`src/hw/tct_pkg.sv`:
```
// Shared constants, layouts and carrier types of the timer counter trio
package tct_pkg;

  // ----------------------------------------------------------------------
  // Register byte addresses on the APB
  // ----------------------------------------------------------------------
  localparam logic [7:0] OFS_CTRL01   = 8'h00;  // timer01_control_reg
  localparam logic [7:0] OFS_MODE01   = 8'h04;  // timer01_mode_reg
  localparam logic [7:0] OFS_LOW0     = 8'h08;  // first_timer_low_byte
  localparam logic [7:0] OFS_HIGH0    = 8'h0C;  // first_timer_high_byte
  localparam logic [7:0] OFS_LOW1     = 8'h10;  // count_low_1
  localparam logic [7:0] OFS_HIGH1    = 8'h14;  // count_high_1
  localparam logic [7:0] OFS_T2CTRL   = 8'h18;  // third_timer_control
  localparam logic [7:0] OFS_T2MODE   = 8'h1C;  // third_timer_mode_reg
  localparam logic [7:0] OFS_LOW2     = 8'h20;  // third_timer_low_byte
  localparam logic [7:0] OFS_HIGH2    = 8'h24;  // third_timer_high_byte
  localparam logic [7:0] OFS_RCAPL    = 8'h28;  // reload_capture_low
  localparam logic [7:0] OFS_RCAPH    = 8'h2C;  // reload_capture_high
  localparam logic [7:0] OFS_CLKCFG   = 8'h30;  // Machine cycle length select

  // ----------------------------------------------------------------------
  // Field positions
  // ----------------------------------------------------------------------
  localparam int TC_TF1 = 7, TC_TR1 = 6, TC_TF0 = 5, TC_TR0 = 4;
  localparam int TC_IE1 = 3, TC_IT1 = 2, TC_IE0 = 1, TC_IT0 = 0;
  localparam int TM_GATE1 = 7, TM_CT1 = 6, TM_MODE1 = 4;
  localparam int TM_GATE0 = 3, TM_CT0 = 2, TM_MODE0 = 0;
  localparam int T2_TF2 = 7, T2_THIRD_TIMER_EXT_FLAG = 6, T2_RCLK = 5, T2_TCLK = 4;
  localparam int T2_THIRD_TIMER_EXT_ENABLE = 3, T2_TR2 = 2, T2_CT2 = 1, T2_CPRL2 = 0;
  localparam int T2M_DOWN_COUNT_ENABLE = 0;
  localparam logic [7:0] T2M_MASK   = 8'h03;  // Implemented mode bits
  localparam int CFG_SIX_CLK = 0;

  // ----------------------------------------------------------------------
  // Reset values, mode codes and timing
  // ----------------------------------------------------------------------
  localparam logic [7:0]  RST_BYTE   = 8'h00;
  localparam logic [15:0] RST_WORD   = 16'h0000;
  localparam logic [15:0] ALL_ONES16 = 16'hFFFF;
  localparam logic [1:0]  MODE_13BIT = 2'h0;
  localparam logic [1:0]  MODE_16BIT = 2'h1;
  localparam logic [1:0]  MODE_RELOAD8 = 2'h2;
  localparam logic [1:0]  MODE_SPLIT = 2'h3;
  localparam logic [3:0]  MC_CLOCKS_6  = 4'h6;  // Clocks per machine cycle
  localparam logic [3:0]  MC_CLOCKS_12 = 4'hC;

  // ----------------------------------------------------------------------
  // Carrier types
  // ----------------------------------------------------------------------
  typedef struct packed {
    logic count_pin0;            // External count input, timer 0
    logic count_pin1;            // External count input, timer 1
    logic count_pin2;            // External count input, third timer
    logic ext_int_pin0_n;        // External interrupt / gate pin 0
    logic ext_int_pin1_n;        // External interrupt / gate pin 1
    logic third_timer_ext_input; // Trigger / direction input
  } tct_pins_s;

  typedef struct packed {
    logic timer0;  // Interrupt taken, clears first_timer_overflow
    logic timer1;  // Interrupt taken, clears second_timer_overflow
    logic ext0;    // Interrupt taken, clears first_ext_int_flag
    logic ext1;    // Interrupt taken, clears second_ext_int_flag
  } tct_ack_s;

  typedef struct packed {
    logic timer0;      // Timer 0 request level
    logic timer1;      // Timer 1 request level
    logic timer2;      // Third timer request level
    logic ext0;        // External interrupt 0 request level
    logic ext1;        // External interrupt 1 request level
    logic t1_ovf;      // One-cycle pulse per timer 1 overflow
    logic t2_ovf;      // One-cycle pulse per third timer overflow
  } tct_irq_s;

endpackage

```
`src/hw/tct_top.sv`:
```
// Three timer/counters with APB register access
//
// How it works
// - Mode 0: 13-bit count, wrap sets flag
// - Count only when run and gate allows
// - Low byte top bits kept; run keeps count
// - Separate gate bits: bit 7, bit 3
// - Mode 1: full 16-bit counter
// - Mode 2: 8-bit reload from high byte
// - Timer 1 mode 3 holds its count
// - Timer 0 mode 3: low byte own timer
// - Split high byte: machine cycles, timer 1 controls
// - Timer 1 free running while timer 0 split
// - Third timer counts ticks or pin edges
// - Capture mode overflow sets overflow flag
// - Capture on trigger fall sets external flag
// - Both third timer flags share one request
// - Capture mode never reloads count
// - Tick is clock over six or twelve
// - Reset clears down count; input picks direction
// - Up count to all ones then reload
// - Trigger fall also reloads, sets flag
// - Down mode, input high: count up, reload
// - Input low: count down, underflow loads ones
// - Up/down toggles external flag, no request
module tct_top
  import tct_pkg::*;
(
  // APB clock and reset
  input  wire logic              pclk,
  input  wire logic              presetn,
  // APB slave
  input  wire logic              psel,
  input  wire logic              penable,
  input  wire logic              pwrite,
  input  wire logic [7:0]        paddr,
  input  wire logic [31:0]       pwdata,
  output logic      [31:0]       prdata,
  output logic                   pready,
  output logic                   pslverr,
  // Device pins, asynchronous
  input  wire tct_pkg::tct_pins_s pins,
  // Interrupt acknowledge from the core, same clock
  input  wire tct_pkg::tct_ack_s  ack,
  // Interrupt requests and overflow pulses
  output tct_pkg::tct_irq_s       irq
);
  import tct_pkg::*;

  // ----------------------------------------------------------------------
  // State
  // ----------------------------------------------------------------------
  typedef struct packed {
    tct_pins_s   sync1;      // First synchroniser stage
    tct_pins_s   sync2;      // Second synchroniser stage
    tct_pins_s   last;       // Previous synchronised value
    logic [3:0]  presc;      // Machine cycle prescaler
    logic [7:0]  ctrl01;     // timer01_control_reg
    logic [7:0]  mode01;     // timer01_mode_reg
    logic [7:0]  low0;       // first_timer_low_byte
    logic [7:0]  high0;      // first_timer_high_byte
    logic [7:0]  low1;       // count_low_1
    logic [7:0]  high1;      // count_high_1
    logic [7:0]  t2ctrl;     // third_timer_control
    logic [7:0]  t2mode;     // third_timer_mode_reg
    logic [15:0] cnt2;       // Third timer high:low
    logic [15:0] rcap;       // reload_capture_high:low
    logic        six_clk;    // Six clocks per machine cycle
    logic [31:0] prdata;     // Read data
    logic        pready;     // Transfer completion
    logic        pslverr;    // Unmapped address
    tct_irq_s    irq;        // Registered requests
  } tct_state_s;

  tct_state_s state_reg;     // Current state
  tct_state_s state_next;    // Next state

  // Reset image: synchronisers start at the pins' idle high level so that
  // no false falling edge and no false low level follows reset
  localparam tct_state_s STATE_RST = '{sync1: '1, sync2: '1, last: '1, default: '0};

  // ----------------------------------------------------------------------
  // Helpers
  // ----------------------------------------------------------------------
  // One count step of timer 0/1: returns {overflow, high, low}
  function automatic logic [16:0] step01(input logic [1:0] mode,
                                         input logic [7:0] hi,
                                         input logic [7:0] lo);
    logic [16:0] r;
    r = {1'b0, hi, lo};
    case (mode)
      MODE_13BIT: begin
        // High byte plus low five bits; top three bits left alone
        r[16] = ({hi, lo[4:0]} == ALL_ONES16[12:0]);
        {r[15:8], r[4:0]} = {hi, lo[4:0]} + 13'h0001;
      end
      MODE_16BIT: begin
        r[16] = ({hi, lo} == ALL_ONES16);
        r[15:0] = {hi, lo} + 16'h0001;
      end
      MODE_RELOAD8: begin
        // Low byte reloads from the untouched high byte
        r[16] = (lo == ALL_ONES16[7:0]);
        r[7:0] = r[16] ? hi : lo + 8'h01;
      end
      default: begin
        // Split low byte: plain 8-bit counter
        r[16] = (lo == ALL_ONES16[7:0]);
        r[7:0] = lo + 8'h01;
      end
    endcase
    return r;
  endfunction

  // Address is one of the mapped registers
  function automatic logic mapped(input logic [7:0] a);
    case (a)
      OFS_CTRL01, OFS_MODE01, OFS_LOW0, OFS_HIGH0, OFS_LOW1, OFS_HIGH1,
      OFS_T2CTRL, OFS_T2MODE, OFS_LOW2, OFS_HIGH2, OFS_RCAPL, OFS_RCAPH,
      OFS_CLKCFG: mapped = 1'b1;
      default:    mapped = 1'b0;
    endcase
  endfunction

  // Read view of a register, unused bits zero
  function automatic logic [7:0] rd_byte(input tct_state_s s, input logic [7:0] a);
    case (a)
      OFS_CTRL01: rd_byte = s.ctrl01;
      OFS_MODE01: rd_byte = s.mode01;
      OFS_LOW0:   rd_byte = s.low0;
      OFS_HIGH0:  rd_byte = s.high0;
      OFS_LOW1:   rd_byte = s.low1;
      OFS_HIGH1:  rd_byte = s.high1;
      OFS_T2CTRL: rd_byte = s.t2ctrl;
      OFS_T2MODE: rd_byte = s.t2mode;
      OFS_LOW2:   rd_byte = s.cnt2[7:0];
      OFS_HIGH2:  rd_byte = s.cnt2[15:8];
      OFS_RCAPL:  rd_byte = s.rcap[7:0];
      OFS_RCAPH:  rd_byte = s.rcap[15:8];
      OFS_CLKCFG: rd_byte = {7'h00, s.six_clk};
      default:    rd_byte = RST_BYTE;
    endcase
  endfunction

  // ----------------------------------------------------------------------
  // Next state
  // ----------------------------------------------------------------------
  always_comb begin
    tct_state_s n;
    tct_pins_s  fall;       // Falling edges of synchronised pins
    logic       tick;       // Machine cycle strobe
    logic [1:0] mode0;      // Timer 0 mode
    logic [1:0] mode1;      // Timer 1 mode
    logic       split;      // Timer 0 split in two
    logic       en0;        // Timer 0 count enable
    logic       en1;        // Timer 1 count enable
    logic       en2;        // Third timer count enable
    logic [16:0] r0;        // Timer 0 step result
    logic [16:0] r1;        // Timer 1 step result
    logic       set_tf0;    // Hardware sets of the flags
    logic       set_tf1;
    logic       set_ie0;
    logic       set_ie1;
    logic       set_tf2;
    logic       set_third_timer_ext_flag;
    logic       tog_third_timer_ext_flag;
    logic       baud;       // Third timer in baud clock mode
    logic       capture;    // Third timer in capture mode
    logic       updown;     // Third timer direction from pin
    logic       ex_edge;    // Qualified trigger falling edge
    logic       access;     // APB access phase
    logic       wr_fire;    // Write completes this edge
    logic [7:0] wb;         // Write byte

    n = state_reg;
    fall = tct_pins_s'(state_reg.last & ~state_reg.sync2);
    set_tf0 = 1'b0;
    set_tf1 = 1'b0;
    set_tf2 = 1'b0;
    set_third_timer_ext_flag = 1'b0;
    tog_third_timer_ext_flag = 1'b0;
    r0 = 17'h00000;
    r1 = 17'h00000;

    // Pin synchronisers and edge history
    n.sync1 = pins;
    n.sync2 = state_reg.sync1;
    n.last = state_reg.sync2;

    // Machine cycle prescaler
    tick = (state_reg.presc == (state_reg.six_clk ? MC_CLOCKS_6 : MC_CLOCKS_12) - 4'h1);
    n.presc = tick ? 4'h0 : state_reg.presc + 4'h1;

    // Timer 0 and timer 1 modes
    mode0 = state_reg.mode01[TM_MODE0 +: 2];
    mode1 = state_reg.mode01[TM_MODE1 +: 2];
    split = (mode0 == MODE_SPLIT);

    // Timer 0 (or its low byte when split)
    en0 = state_reg.ctrl01[TC_TR0]
          && (!state_reg.mode01[TM_GATE0] || state_reg.sync2.ext_int_pin0_n)
          && (state_reg.mode01[TM_CT0] ? fall.count_pin0 : tick);
    if (en0) begin
      r0 = step01(mode0, state_reg.high0, state_reg.low0);
      n.low0 = r0[7:0];
      if (!split) begin
        n.high0 = r0[15:8];
      end
      set_tf0 = r0[16];
    end

    // Split high byte: machine cycles under timer 1 run bit
    if (split && state_reg.ctrl01[TC_TR1] && tick) begin
      n.high0 = state_reg.high0 + 8'h01;
      set_tf1 = (state_reg.high0 == ALL_ONES16[7:0]);
    end

    // Timer 1: held in its mode 3, free running while timer 0 is split
    en1 = (split || state_reg.ctrl01[TC_TR1])
          && (mode1 != MODE_SPLIT)
          && (!state_reg.mode01[TM_GATE1] || state_reg.sync2.ext_int_pin1_n)
          && (state_reg.mode01[TM_CT1] ? fall.count_pin1 : tick);
    n.irq.t1_ovf = 1'b0;
    if (en1) begin
      r1 = step01(mode1, state_reg.high1, state_reg.low1);
      n.low1 = r1[7:0];
      n.high1 = r1[15:8];
      n.irq.t1_ovf = r1[16];
      if (!split) begin
        set_tf1 = r1[16];
      end
    end

    // External interrupt flags: falling edge or low level
    set_ie0 = state_reg.ctrl01[TC_IT0] ? fall.ext_int_pin0_n : !state_reg.sync2.ext_int_pin0_n;
    set_ie1 = state_reg.ctrl01[TC_IT1] ? fall.ext_int_pin1_n : !state_reg.sync2.ext_int_pin1_n;

    // Third timer mode decode
    baud = state_reg.t2ctrl[T2_RCLK] || state_reg.t2ctrl[T2_TCLK];
    capture = state_reg.t2ctrl[T2_CPRL2] && !baud;
    updown = state_reg.t2mode[T2M_DOWN_COUNT_ENABLE] && !capture && !baud;
    ex_edge = state_reg.t2ctrl[T2_THIRD_TIMER_EXT_ENABLE] && fall.third_timer_ext_input;
    en2 = state_reg.t2ctrl[T2_TR2]
          && (state_reg.t2ctrl[T2_CT2] ? fall.count_pin2 : tick);
    n.irq.t2_ovf = 1'b0;

    // Third timer counting
    if (en2) begin
      if (updown && !state_reg.sync2.third_timer_ext_input) begin
        // Down count: underflow at the reload value
        if (state_reg.cnt2 == state_reg.rcap) begin
          n.cnt2 = ALL_ONES16;
          set_tf2 = 1'b1;
          tog_third_timer_ext_flag = 1'b1;
          n.irq.t2_ovf = 1'b1;
        end else begin
          n.cnt2 = state_reg.cnt2 - 16'h0001;
        end
      end else if (state_reg.cnt2 == ALL_ONES16) begin
        // Up count overflow
        n.irq.t2_ovf = 1'b1;
        if (capture) begin
          n.cnt2 = RST_WORD;
          set_tf2 = 1'b1;
        end else begin
          n.cnt2 = state_reg.rcap;
          set_tf2 = !baud;
          tog_third_timer_ext_flag = updown;
        end
      end else begin
        n.cnt2 = state_reg.cnt2 + 16'h0001;
      end
    end

    // Trigger falling edge: capture, reload or flag only
    if (ex_edge && !updown) begin
      set_third_timer_ext_flag = 1'b1;
      if (capture) begin
        n.rcap = state_reg.cnt2;
      end else if (!baud) begin
        n.cnt2 = state_reg.rcap;
      end
    end

    // Interrupt acknowledge clears the flags
    if (ack.timer0) begin
      n.ctrl01[TC_TF0] = 1'b0;
    end
    if (ack.timer1) begin
      n.ctrl01[TC_TF1] = 1'b0;
    end
    if (ack.ext0) begin
      n.ctrl01[TC_IE0] = 1'b0;
    end
    if (ack.ext1) begin
      n.ctrl01[TC_IE1] = 1'b0;
    end

    // APB slave: answer one cycle into the access phase
    access = psel && penable;
    wr_fire = access && pwrite && state_reg.pready;
    wb = pwdata[7:0];
    n.pready = access && !state_reg.pready;
    n.pslverr = access && !state_reg.pready && !mapped(paddr);
    if (access && !state_reg.pready) begin
      n.prdata = (pwrite || !mapped(paddr)) ? 32'h0000_0000
                 : {24'h000000, rd_byte(state_reg, paddr)};
    end

    // Software writes; count registers are not cleared by run bits
    if (wr_fire) begin
      case (paddr)
        OFS_CTRL01: n.ctrl01 = wb;
        OFS_MODE01: n.mode01 = wb;
        OFS_LOW0:   n.low0 = wb;
        OFS_HIGH0:  n.high0 = wb;
        OFS_LOW1:   n.low1 = wb;
        OFS_HIGH1:  n.high1 = wb;
        OFS_T2CTRL: n.t2ctrl = wb;
        OFS_T2MODE: n.t2mode = wb & T2M_MASK;
        OFS_LOW2:   n.cnt2[7:0] = wb;
        OFS_HIGH2:  n.cnt2[15:8] = wb;
        OFS_RCAPL:  n.rcap[7:0] = wb;
        OFS_RCAPH:  n.rcap[15:8] = wb;
        OFS_CLKCFG: n.six_clk = wb[CFG_SIX_CLK];
        default:    n.prdata = n.prdata;
      endcase
    end

    // Hardware sets win over any clear in the same cycle
    n.ctrl01[TC_TF0] = n.ctrl01[TC_TF0] | set_tf0;
    n.ctrl01[TC_TF1] = n.ctrl01[TC_TF1] | set_tf1;
    n.ctrl01[TC_IE0] = n.ctrl01[TC_IE0] | set_ie0;
    n.ctrl01[TC_IE1] = n.ctrl01[TC_IE1] | set_ie1;
    n.t2ctrl[T2_TF2] = n.t2ctrl[T2_TF2] | set_tf2;
    n.t2ctrl[T2_THIRD_TIMER_EXT_FLAG] = (n.t2ctrl[T2_THIRD_TIMER_EXT_FLAG] ^ tog_third_timer_ext_flag) | set_third_timer_ext_flag;

    // Registered request levels
    n.irq.timer0 = n.ctrl01[TC_TF0];
    n.irq.timer1 = n.ctrl01[TC_TF1];
    n.irq.ext0 = n.ctrl01[TC_IE0];
    n.irq.ext1 = n.ctrl01[TC_IE1];
    n.irq.timer2 = n.t2ctrl[T2_TF2]
                   | (n.t2ctrl[T2_THIRD_TIMER_EXT_FLAG] & !(n.t2mode[T2M_DOWN_COUNT_ENABLE] & !n.t2ctrl[T2_CPRL2]
                      & !n.t2ctrl[T2_RCLK] & !n.t2ctrl[T2_TCLK]));

    state_next = n;
  end

  // ----------------------------------------------------------------------
  // State register
  // ----------------------------------------------------------------------
  always_ff @(posedge pclk or negedge presetn) begin
    if (!presetn) begin
      state_reg <= STATE_RST;
    end else begin
      state_reg <= state_next;
    end
  end

  // ----------------------------------------------------------------------
  // Outputs, all from flip-flops
  // ----------------------------------------------------------------------
  assign prdata = state_reg.prdata;
  assign pready = state_reg.pready;
  assign pslverr = state_reg.pslverr;
  assign irq = state_reg.irq;

endmodule
```
`config.mk`:
```
export PLATFORM = sky130hd
export DESIGN_NAME = tct_top
export DESIGN_NICKNAME = d
export VERILOG_FILES = /design/src/hw/tct_pkg.sv /design/src/hw/tct_top.sv
export SDC_FILE = /design/constraint.sdc
export NUM_CORES = 1
export LEC_CHECK = 0
export BUFFER_PORTS_ARGS = -buffer_cell sky130_fd_sc_hd__buf_2
export CORE_MARGIN = 2
export CORE_UTILIZATION = 25
export CTS_CLUSTER_DIAMETER = 100
export DETAILED_ROUTE_END_ITERATION = 6
export GPL_TIMING_DRIVEN = 0
export PLACE_DENSITY = 0.39
export SETUP_SLACK_MARGIN = 0.4
export SLEW_MARGIN = 20
export SYNTH_ARGS = -nofsm -noshare
export SYNTH_HDL_FRONTEND = slang
export SYNTH_SLANG_ARGS = --single-unit
export TNS_END_PERCENT = 1
```
`constraint.sdc`:
```
create_clock -name pclk -period 3.1 [get_ports pclk]
set_input_delay 0.465 -clock pclk [delete_from_list [all_inputs] [get_ports pclk]]
set_output_delay 0.465 -clock pclk [all_outputs]
set_load 0.02 [all_outputs]
```
* Yosys cells after proc, flatten, opt, wreduce, memory -nomap -nowiden
Memory sizes are Yosys's and may differ from the RTL's.
Index checks and enable logic that the tools add are counted.
** Operators by class
- Eq/ne operators :: 28
- Bitwise operators :: 14
- Reductions and logical operators :: 48
- Shift-type cells :: 0
- Add/sub/neg operators :: 11
- Multipliers :: 0
- $lt $le $gt $ge :: 0
- Div/mod/pow operators :: 0
- Muxes and demuxes :: 72
** Operators with widths (count)
- $mux W16 :: 10
- $mux W129 :: 1
- $mux W8 :: 16
- $pmux W8 S13 :: 1
- $mux W32 :: 2
- $add A16 B1 Y16 const B :: 3
- $eq A16 B16 Y1 const B :: 3
- $eq A8 B6 Y1 const B :: 5
- $eq A8 B5 Y1 const B :: 4
- $pmux W8 S2 :: 2
- $mux W1 :: 31
- $pmux W5 S3 :: 2
- $add A13 B1 Y13 const B :: 2
- $eq A13 B13 Y1 const B :: 2
- $add A8 B1 Y8 const B :: 3
- $eq A8 B8 Y1 const B :: 3
- $logic_and A1 B1 Y1 :: 19
- $pmux W3 S3 :: 2
- $eq A16 B16 Y1 :: 1
- $eq A8 B4 Y1 const B :: 2
- $sub A16 B1 Y16 const B :: 1
- $logic_not A1 Y1 :: 15
- $reduce_and A2 Y1 :: 5
- $eq A8 B3 Y1 const B :: 1
- 17 further kinds :: 37
** Word-level totals
- Logic and storage cells :: 218
- Flip-flop bits (word level) :: 154
- Input port bits :: 55
- Output and inout port bits :: 41
- Memories kept :: 2
- Bits in writable memories :: 0
- Memory bits (read-only) :: 128
- Latch bits :: 0
** Memory list
- (name not given) :: words 64, bits a word 1, rd ports 1, clocked after Yosys merged registers in 0, write ports 0, line tct_top.sv:117 : case (a)
- (name not given) :: words 64, bits a word 1, rd ports 1, clocked after Yosys merged registers in 0, write ports 0, line tct_top.sv:117

* Depth between registers and ports, before layout
Gate-level depths: netlist (run 1).
- Depth in word-level cells :: 21
- Mapped depth :: 10
- Depth with buffers taken out :: 8

* Worst setup path after synthesis (run 1)
No wires, ideal clock.
- Path kind :: register to register
- Start point :: register state_reg[58] in the netlist's numbering
- End point :: register state_reg[70] in the netlist's numbering
- Buffers on the path :: 1
- Data arrival time :: 2217 ps
- Period minus slack after synthesis :: 2293 ps
- Setup slack :: 807 ps
- Required time :: 3024 ps
- Cell stages (with the launch flop) :: 10
- Setup time :: 76 ps
- Path through :: dfrtp_1 -> clkbuf_1 -> inv_1 -> ha_1 -> or3b_4 -> or4b_4 -> nor3_2 -> xor2_1 -> o21ai_1 -> o21ai_1
** RTL lines
- start, declared :: line tct_top.sv:75 : tct_state_s state_reg;
- start signal, assigned :: line tct_top.sv:357 : state_reg <= state_next;

* Worst setup path after layout (run 1)
- Start point :: input port paddr[1]
- End point :: register state_reg, in the netlist prdata[5]
** Between the ends
- Word-level cells in the longest chain between the ends :: 8
- Elaborated cells between the ends (all ways) :: 22
- Classes of those cells :: eq/ne: 12; mux: 6; reduce/logical: 3; memory: 1
** Ends and longest elaborated chain
- start, declared :: line tct_top.sv:36 : input wire logic [7:0] paddr,
- $mem_v2 Z64 W1
- $mux W1 :: line tct_top.sv:117
- $mux W1 :: line tct_top.sv:305 : if (access && !state_reg.pready) begin
- $logic_not A1 Y1 :: line tct_top.sv:306 : n.prdata = (pwrite || !mapped(paddr)) ? 32'h0000_0000
- $logic_or A1 B1 Y1 :: line tct_top.sv:306
- $mux W8 (*) :: line tct_top.sv:306
- $mux W32 (*) :: line tct_top.sv:305
- $mux W129 (*) :: line tct_top.sv:311 : if (wr_fire) begin
Mark *: on every way between the ends. The rest lies on a longest branch, timed or not. The select of a mux whose other input is x is not followed.
A chain may end at the register's enable or synchronous reset.

==> results of run 1 <==
[path summary, 6_finish.rpt]
path,end,depth (start not counted)
hold reg to reg,state_next[142],0
min in group asynchronous,pslverr,2
hold / removal,state_next[149],1
setup reg to reg,state_reg[68],8
setup / recovery,prdata[5],8
max in group asynchronous,state_next[148],3
[metal layers]
metal / track usage, % / vias up
met5: 0 / -
met2: 32.2 / 283
met1: 26.7 / 4055
met3: 3.78 / 57
met4: 7.78 / 0
li1: - / 3910
[repair_timing]
item / 4_1_cts / 5_1_grt
buffers inserted: 0 / 2
pin swaps: 1 / 1
gates resized for setup: 4 / 7
hold endpoints to repair: 41 / 0
hold buffers: 1 / 0
endpoints found under the setup margin: 15 / 13
[layout by cell type, fill, tap and decap left out, types with 15 or more instances in the layout]
cell type  count
a21oi_1       56
a22oi_1       26
a31oi_1       19
and3_1        15
buf_2         69
buf_4         43
clkbuf_1      37
clkbuf_16     17
conb_1        24
dfrtp_1      108
dfstp_2       18
inv_1         17
mux2i_1       33
nand2_1      116
nand3_1       35
nand4_1       21
nor2_1        70
nor3_1        18
o211ai_1      21
o21ai_0       56
o21ai_1       34
xnor2_1       22
xor2_1        30
[power by group]
| group | leakage (nW) | total (mW) | switching, mW | internal [mW] |
|---|---|---|---|---|
| logic | 2.38 | 1.17 | 0.764 | 0.401 |
| registers | 1.39 | 1.84 | 0.0915 | 1.75 |
| clock network | 0.257 | 1.91 | 0.884 | 1.03 |
| total | 4.03 | 4.91 | 1.74 | 3.17 |
[area by class of cell]
type,count,share of cell area (%)
Multi-Input combinational cell,798,49.2
Sequential cell,126,30.7
Buffer,111,5.92
Tap cell,455,5.51
Clock buffer,17,4.12
Timing Repair Buffer,50,2.83
Clock inverter,15,1.08
Inverter,17,0.618
[cells by family after synthesis]
group                    Yosys count
AND/OR/NAND/NOR                  367
AO/OA/AOI/OAI                    295
buffers and inverters            128
flip-flops                       126
multiplexers                      54
XOR/XNOR                          52
adder cells (fa/ha/maj)            6
other                              1
[stage by stage]
stage / area (sq um) / instances
after CTS: 10300 / 1587
after global routing: 10300 / 1589
after global placement: 9700 / 1553
after floorplan: 8900 / 1052
final: 10300 / 1589
after detailed placement: 9740 / 1554
[synthesized netlist by cell type (8+ instances only)]
library cell  count  area, sq um
o21ai_1          34          170
mux2i_1          33          330
clkbuf_1         41          154
o211ai_1         21          158
buf_4            40          300
mux2_2           14          158
xor2_1           30          263
a22oi_1          26          195
nand2_1         116          435
nand4_1          21          131
o21ai_0          56          280
nor2_1           70          263
nand3_1          35          175
nor2b_1           8         50.1
dfstp_2          18          473
nor3_1           18         90.1
nor4_1           12         75.1
inv_1            17         63.8
dfrtp_1         108         2700
a21oi_1          56          280
xnor2_1          22          193
a31oi_1          19          119
and2_1            8         50.1
and3_1           15         93.8
buf_2            24          120
==> qor.yml, run 1 <==
synth_compound_area_share_pct: 21.5
final_nets: 1182
multiInputGateArea_sq_um: 5080
crit_buf_inv: 2
drt_iter0_markers: 793
cts.sinks: 126
grt_max_degree: 80
die_area_sq_um: 36800
rsz0062_at_grt: "yes"
cts_tree: "done"
layout_min_cycle_time_ns: 2.67
synth_xor_area_share_pct: 5.17
clk_pin_slew_ns: 0.07
row_count: 68
worst_slew_pin_slew_ns: 1.22
worst-setup-path-type: "input port to flip-flop"
root_buffer: "clkbuf_16"
dp_hpwl_um: 26000
grt_pass1_vias: 8150
core_sq_um: 34600
cts.path.max_buffers: 2
async_reset_ff_share_pct: 100
chipWidth_um: 192
critPathTopFamily: "simple AND/OR/NAND/NOR gates"
synth_mux_area_share_pct: 6.43
hp-start: "pins[1]"
cp_cell_sequence: "buf_2, nor4_2, buf_2, nand2_1, nor2_1, a31oi_1, o32ai_1, a22o_1"
overflow: 0
drc: 0
final_util_pct: 29.8
gp_congestion: 0.895
synth_fa_ha_area_share_pct: 0.852
synthSimpleGateAreaFrac_pct: 22.3
max_stage_delay_ns: 0.88
finalCritPeriodShare_pct: 86.1
netlist_area_sq_um: 8810
slew_viol_final: 0
worstPathRequired_ns: 3.49
pwr_density_cell_nw_per_um2: 476
wl_um: 36000
ys_seq_area_share_pct: 36.0
clkLatencyLatePin_ns: 0.45
place_ws_ns: 0.113
numPortBuffers: 46
grt_pass1_wl_um: 53900
holdCritPathClass: "input port to flip-flop"
synth_top_family_by_area: "simple AND/OR/NAND/NOR gates"
fin_skew_ns: 0.0134
via_count: 8305
cp_max_fo: 10
antenna_found_initial: 0
wl_met2_um: 16900
ys_ff_latch: 126
start_util_pct: 25.4
ys_types: 80
synth-edff-count: 0
cp-end-kind: "flip-flop"
setup_viol: 0
synthCells: 1029
hold_ws_ns: 0.107
p_leak_nw: 4.03
dr.pass1.iters: 5
insertedDiodeCount: 0
routed_via_density: 5.23
peakVddDrop_uv: 389
die_h_um: 192
syn_avg_cell_area_sq_um: 8.56
num_io_pins: 96
wire_per_inst_um: 22.7
synth_warnings: 0
hold_viol: 0
largest_register_ffs: 101
ant_nets: 0
fin_total_pwr_mw: 4.91
maxSlewHeadroom_pct: 18.9
cpMostUsedCell: "buf_2"
met1_length_um: 16200
fillers: 3695
r2r_setup_slack_ns: 0.51
setup.worst_path.start: "paddr[1]"
numCtsBuffers: 17
synth_ff_type: "dfrtp_1"
cp_slowest_cell: "nor4_2"
drive_above_1_share_pct: 19.0
grt_use_total_pct: 20.1
max_cap_violations: 0
regArea_sq_um: 3180
met3_length_um: 1800
status: "finished, final reports clean"
crit_path_start_kind: "input port"
fmax_mhz: 375
htree_levels: 4
cp.arrival_ns: 3.05
timing.rr.start: "state_reg[58]"
top_layer: "met4"
syn_to_final_growth_pct: 17.2
fin_ws_ns: 0.431
setup_tns_ns: 0
No activity file was read; power rests on OpenSTA's default activity.
==> run 2, diff against run 1 <==
Settings changed: CORE_MARGIN 2 to unset, CTS_BUF_LIST set to sky130_fd_sc_hd__clkbuf_2.
==> qor.yml, run 2 (synthesis gave the netlist of run 1 again) <==
status: "finished, final reports clean"
fmax_mhz: 392
cts.path.max_buffers: 2
slew_viol_final: 0
place_ws_ns: 0.0691
grt_pass1_wl_um: 54700
root_buffer: "clkbuf_2"
core_sq_um: 34600
numPortBuffers: 46
numCtsBuffers: 17
finalCritPeriodShare_pct: 82.4
dp_hpwl_um: 26000
cp-end-kind: "flip-flop"
setup_viol: 0
worst-setup-path-type: "flip-flop to flip-flop"
holdCritPathClass: "input port to flip-flop"
wl_um: 35800
p_leak_nw: 3.94
worstPathRequired_ns: 3.81
max_stage_delay_ns: 0.54
pwr_density_cell_nw_per_um2: 394
peakVddDrop_uv: 220
fillers: 3738
cp.arrival_ns: 3.26
drc: 0
cts_tree: "done"
placedCellCount: 1554
maxSlewHeadroom_pct: 28.5
largest_register_ffs: 101
multiInputGateArea_sq_um: 5070
cp_cell_sequence: "buf_2, inv_1, ha_2, or3b_4, or4b_4, nor3_2, xor2_1, o21ai_1, o21ai_1"
final_nets: 1199
final_util_pct: 29.3
drt_iter0_markers: 788
drive_above_1_share_pct: 18.8
die_area_sq_um: 36000
cp_slowest_cell: "or4b_4"
hold_viol: 0
gp_congestion: 0.907
cp_max_fo: 8
htree_levels: 4
antenna_found_initial: 1
num_io_pins: 96
max_cap_violations: 0
routed_via_density: 5.27
clkLatencyLatePin_ns: 0.81
start_util_pct: 25.4
cpMostUsedCell: "o21ai_1"
overflow: 0
clk_pin_slew_ns: 0.24
regArea_sq_um: 3180
row_count: 68
wire_per_inst_um: 22.3
via_count: 8470
ant_nets: 0
worst_slew_pin_slew_ns: 1.07
rsz0062_at_grt: "yes"
dr.pass1.iters: 7
die_h_um: 190
fin_skew_ns: 0.0726
final_common_cell: "nand2_1"
crit_buf_inv: 2
cts.sinks: 126
critPathTopFamily: "simple AND/OR/NAND/NOR gates"
instances_no_fill: 1608
chipWidth_um: 190
final_cell_mix: "116 x nand2_1, 108 x dfrtp_1, 70 x buf_2, 70 x nor2_1"
syn_to_final_growth_pct: 15.2
grt_max_degree: 68
layout_min_cycle_time_ns: 2.55
fin_ws_ns: 0.547
grt_pass1_vias: 8340
crit_path_start_kind: "flip-flop"
grt_use_total_pct: 20.5
setup_tns_ns: 0
==> run 2: changes by cell type in the layout (fill, tap and decap cells not counted), moves of 2 or more <==
cell,before,now
inv_6,5,2
clkinv_1,0,2
clkinv_4,2,4
clkbuf_2,3,22
clkinv_2,4,1
clkbuf_16,17,0
dlygate4sd3_1,1,17
diode_2,0,2
==> run 2: report_power, final <==
part | internal (mW) | total, mW | leakage [nW] | switching, mW
clock network | 0.217 | 0.982 | 0.112 | 0.765
registers | 1.75 | 1.84 | 1.39 | 0.0908
logic | 0.416 | 1.18 | 2.44 | 0.767
==> run 2: worst min-delay path, stage by stage <==
cell and delay, ns:
buf_2 0.09, mux2_1 0.11, o21ba_1 0.15, inv_1 0.05
==> run 2: area by class of cell <==
type | count | share of cell area (%)
multi-input cells | 798 | 50.0
well taps | 455 | 5.61
clock inverters | 13 | 0.937
flip-flops and latches | 126 | 31.3
clock buffers | 19 | 0.937
repair buffers | 67 | 4.54
plain buffers | 111 | 6.04
diodes | 2 | 0.0493
inverters | 17 | 0.629
==> run 2: repair_timing <==
item,in CTS,in global routing
endpoints found under the hold margin,87,0
gates resized for setup,5,8
buffers inserted,0,3
cloned,0,0
pin swaps,0,3
setup endpoints to repair,14,16
hold buffers,17,0
==> run 2: final timing paths <==
check,from,end,slack [ns],depth (start not counted)
hold reg to reg,state_next[146],state_reg[146],0.37,0
setup reg to reg,state_reg[59],state_reg[72],0.55,9
min in group asynchronous,presetn,state_reg[120],0.14,2
max in group asynchronous,presetn,state_next[145],2.15,3
hold / removal,pwdata[7],state_reg[89],0.09,4
setup / recovery,state_reg[59],state_reg[72],0.55,9
==> run 2: stage by stage <==
step	power [mW]	hold slack [ns]	instance area, sq um
global route	4.23	0.0298	10200
detailed placement	3.00	0.347	9740
CTS	4.02	0.0210	10100
floorplan	2.60	0.169	8900
finish	4.00	0.0853	10200
global placement	3.01	0.346	9700
==> run 2: per-layer routing <==
| layer | track usage (%) | share of wire (%) | vias up |
|---|---|---|---|
| met3 | 3.27 | 4.1 | 62 |
| li1 | - | - | 3954 |
| met2 | 33.8 | 48 | 250 |
| met5 | 0 | 0 | - |
| met1 | 27.2 | 45 | 4204 |
| met4 | 6.95 | 2.8 | 0 |
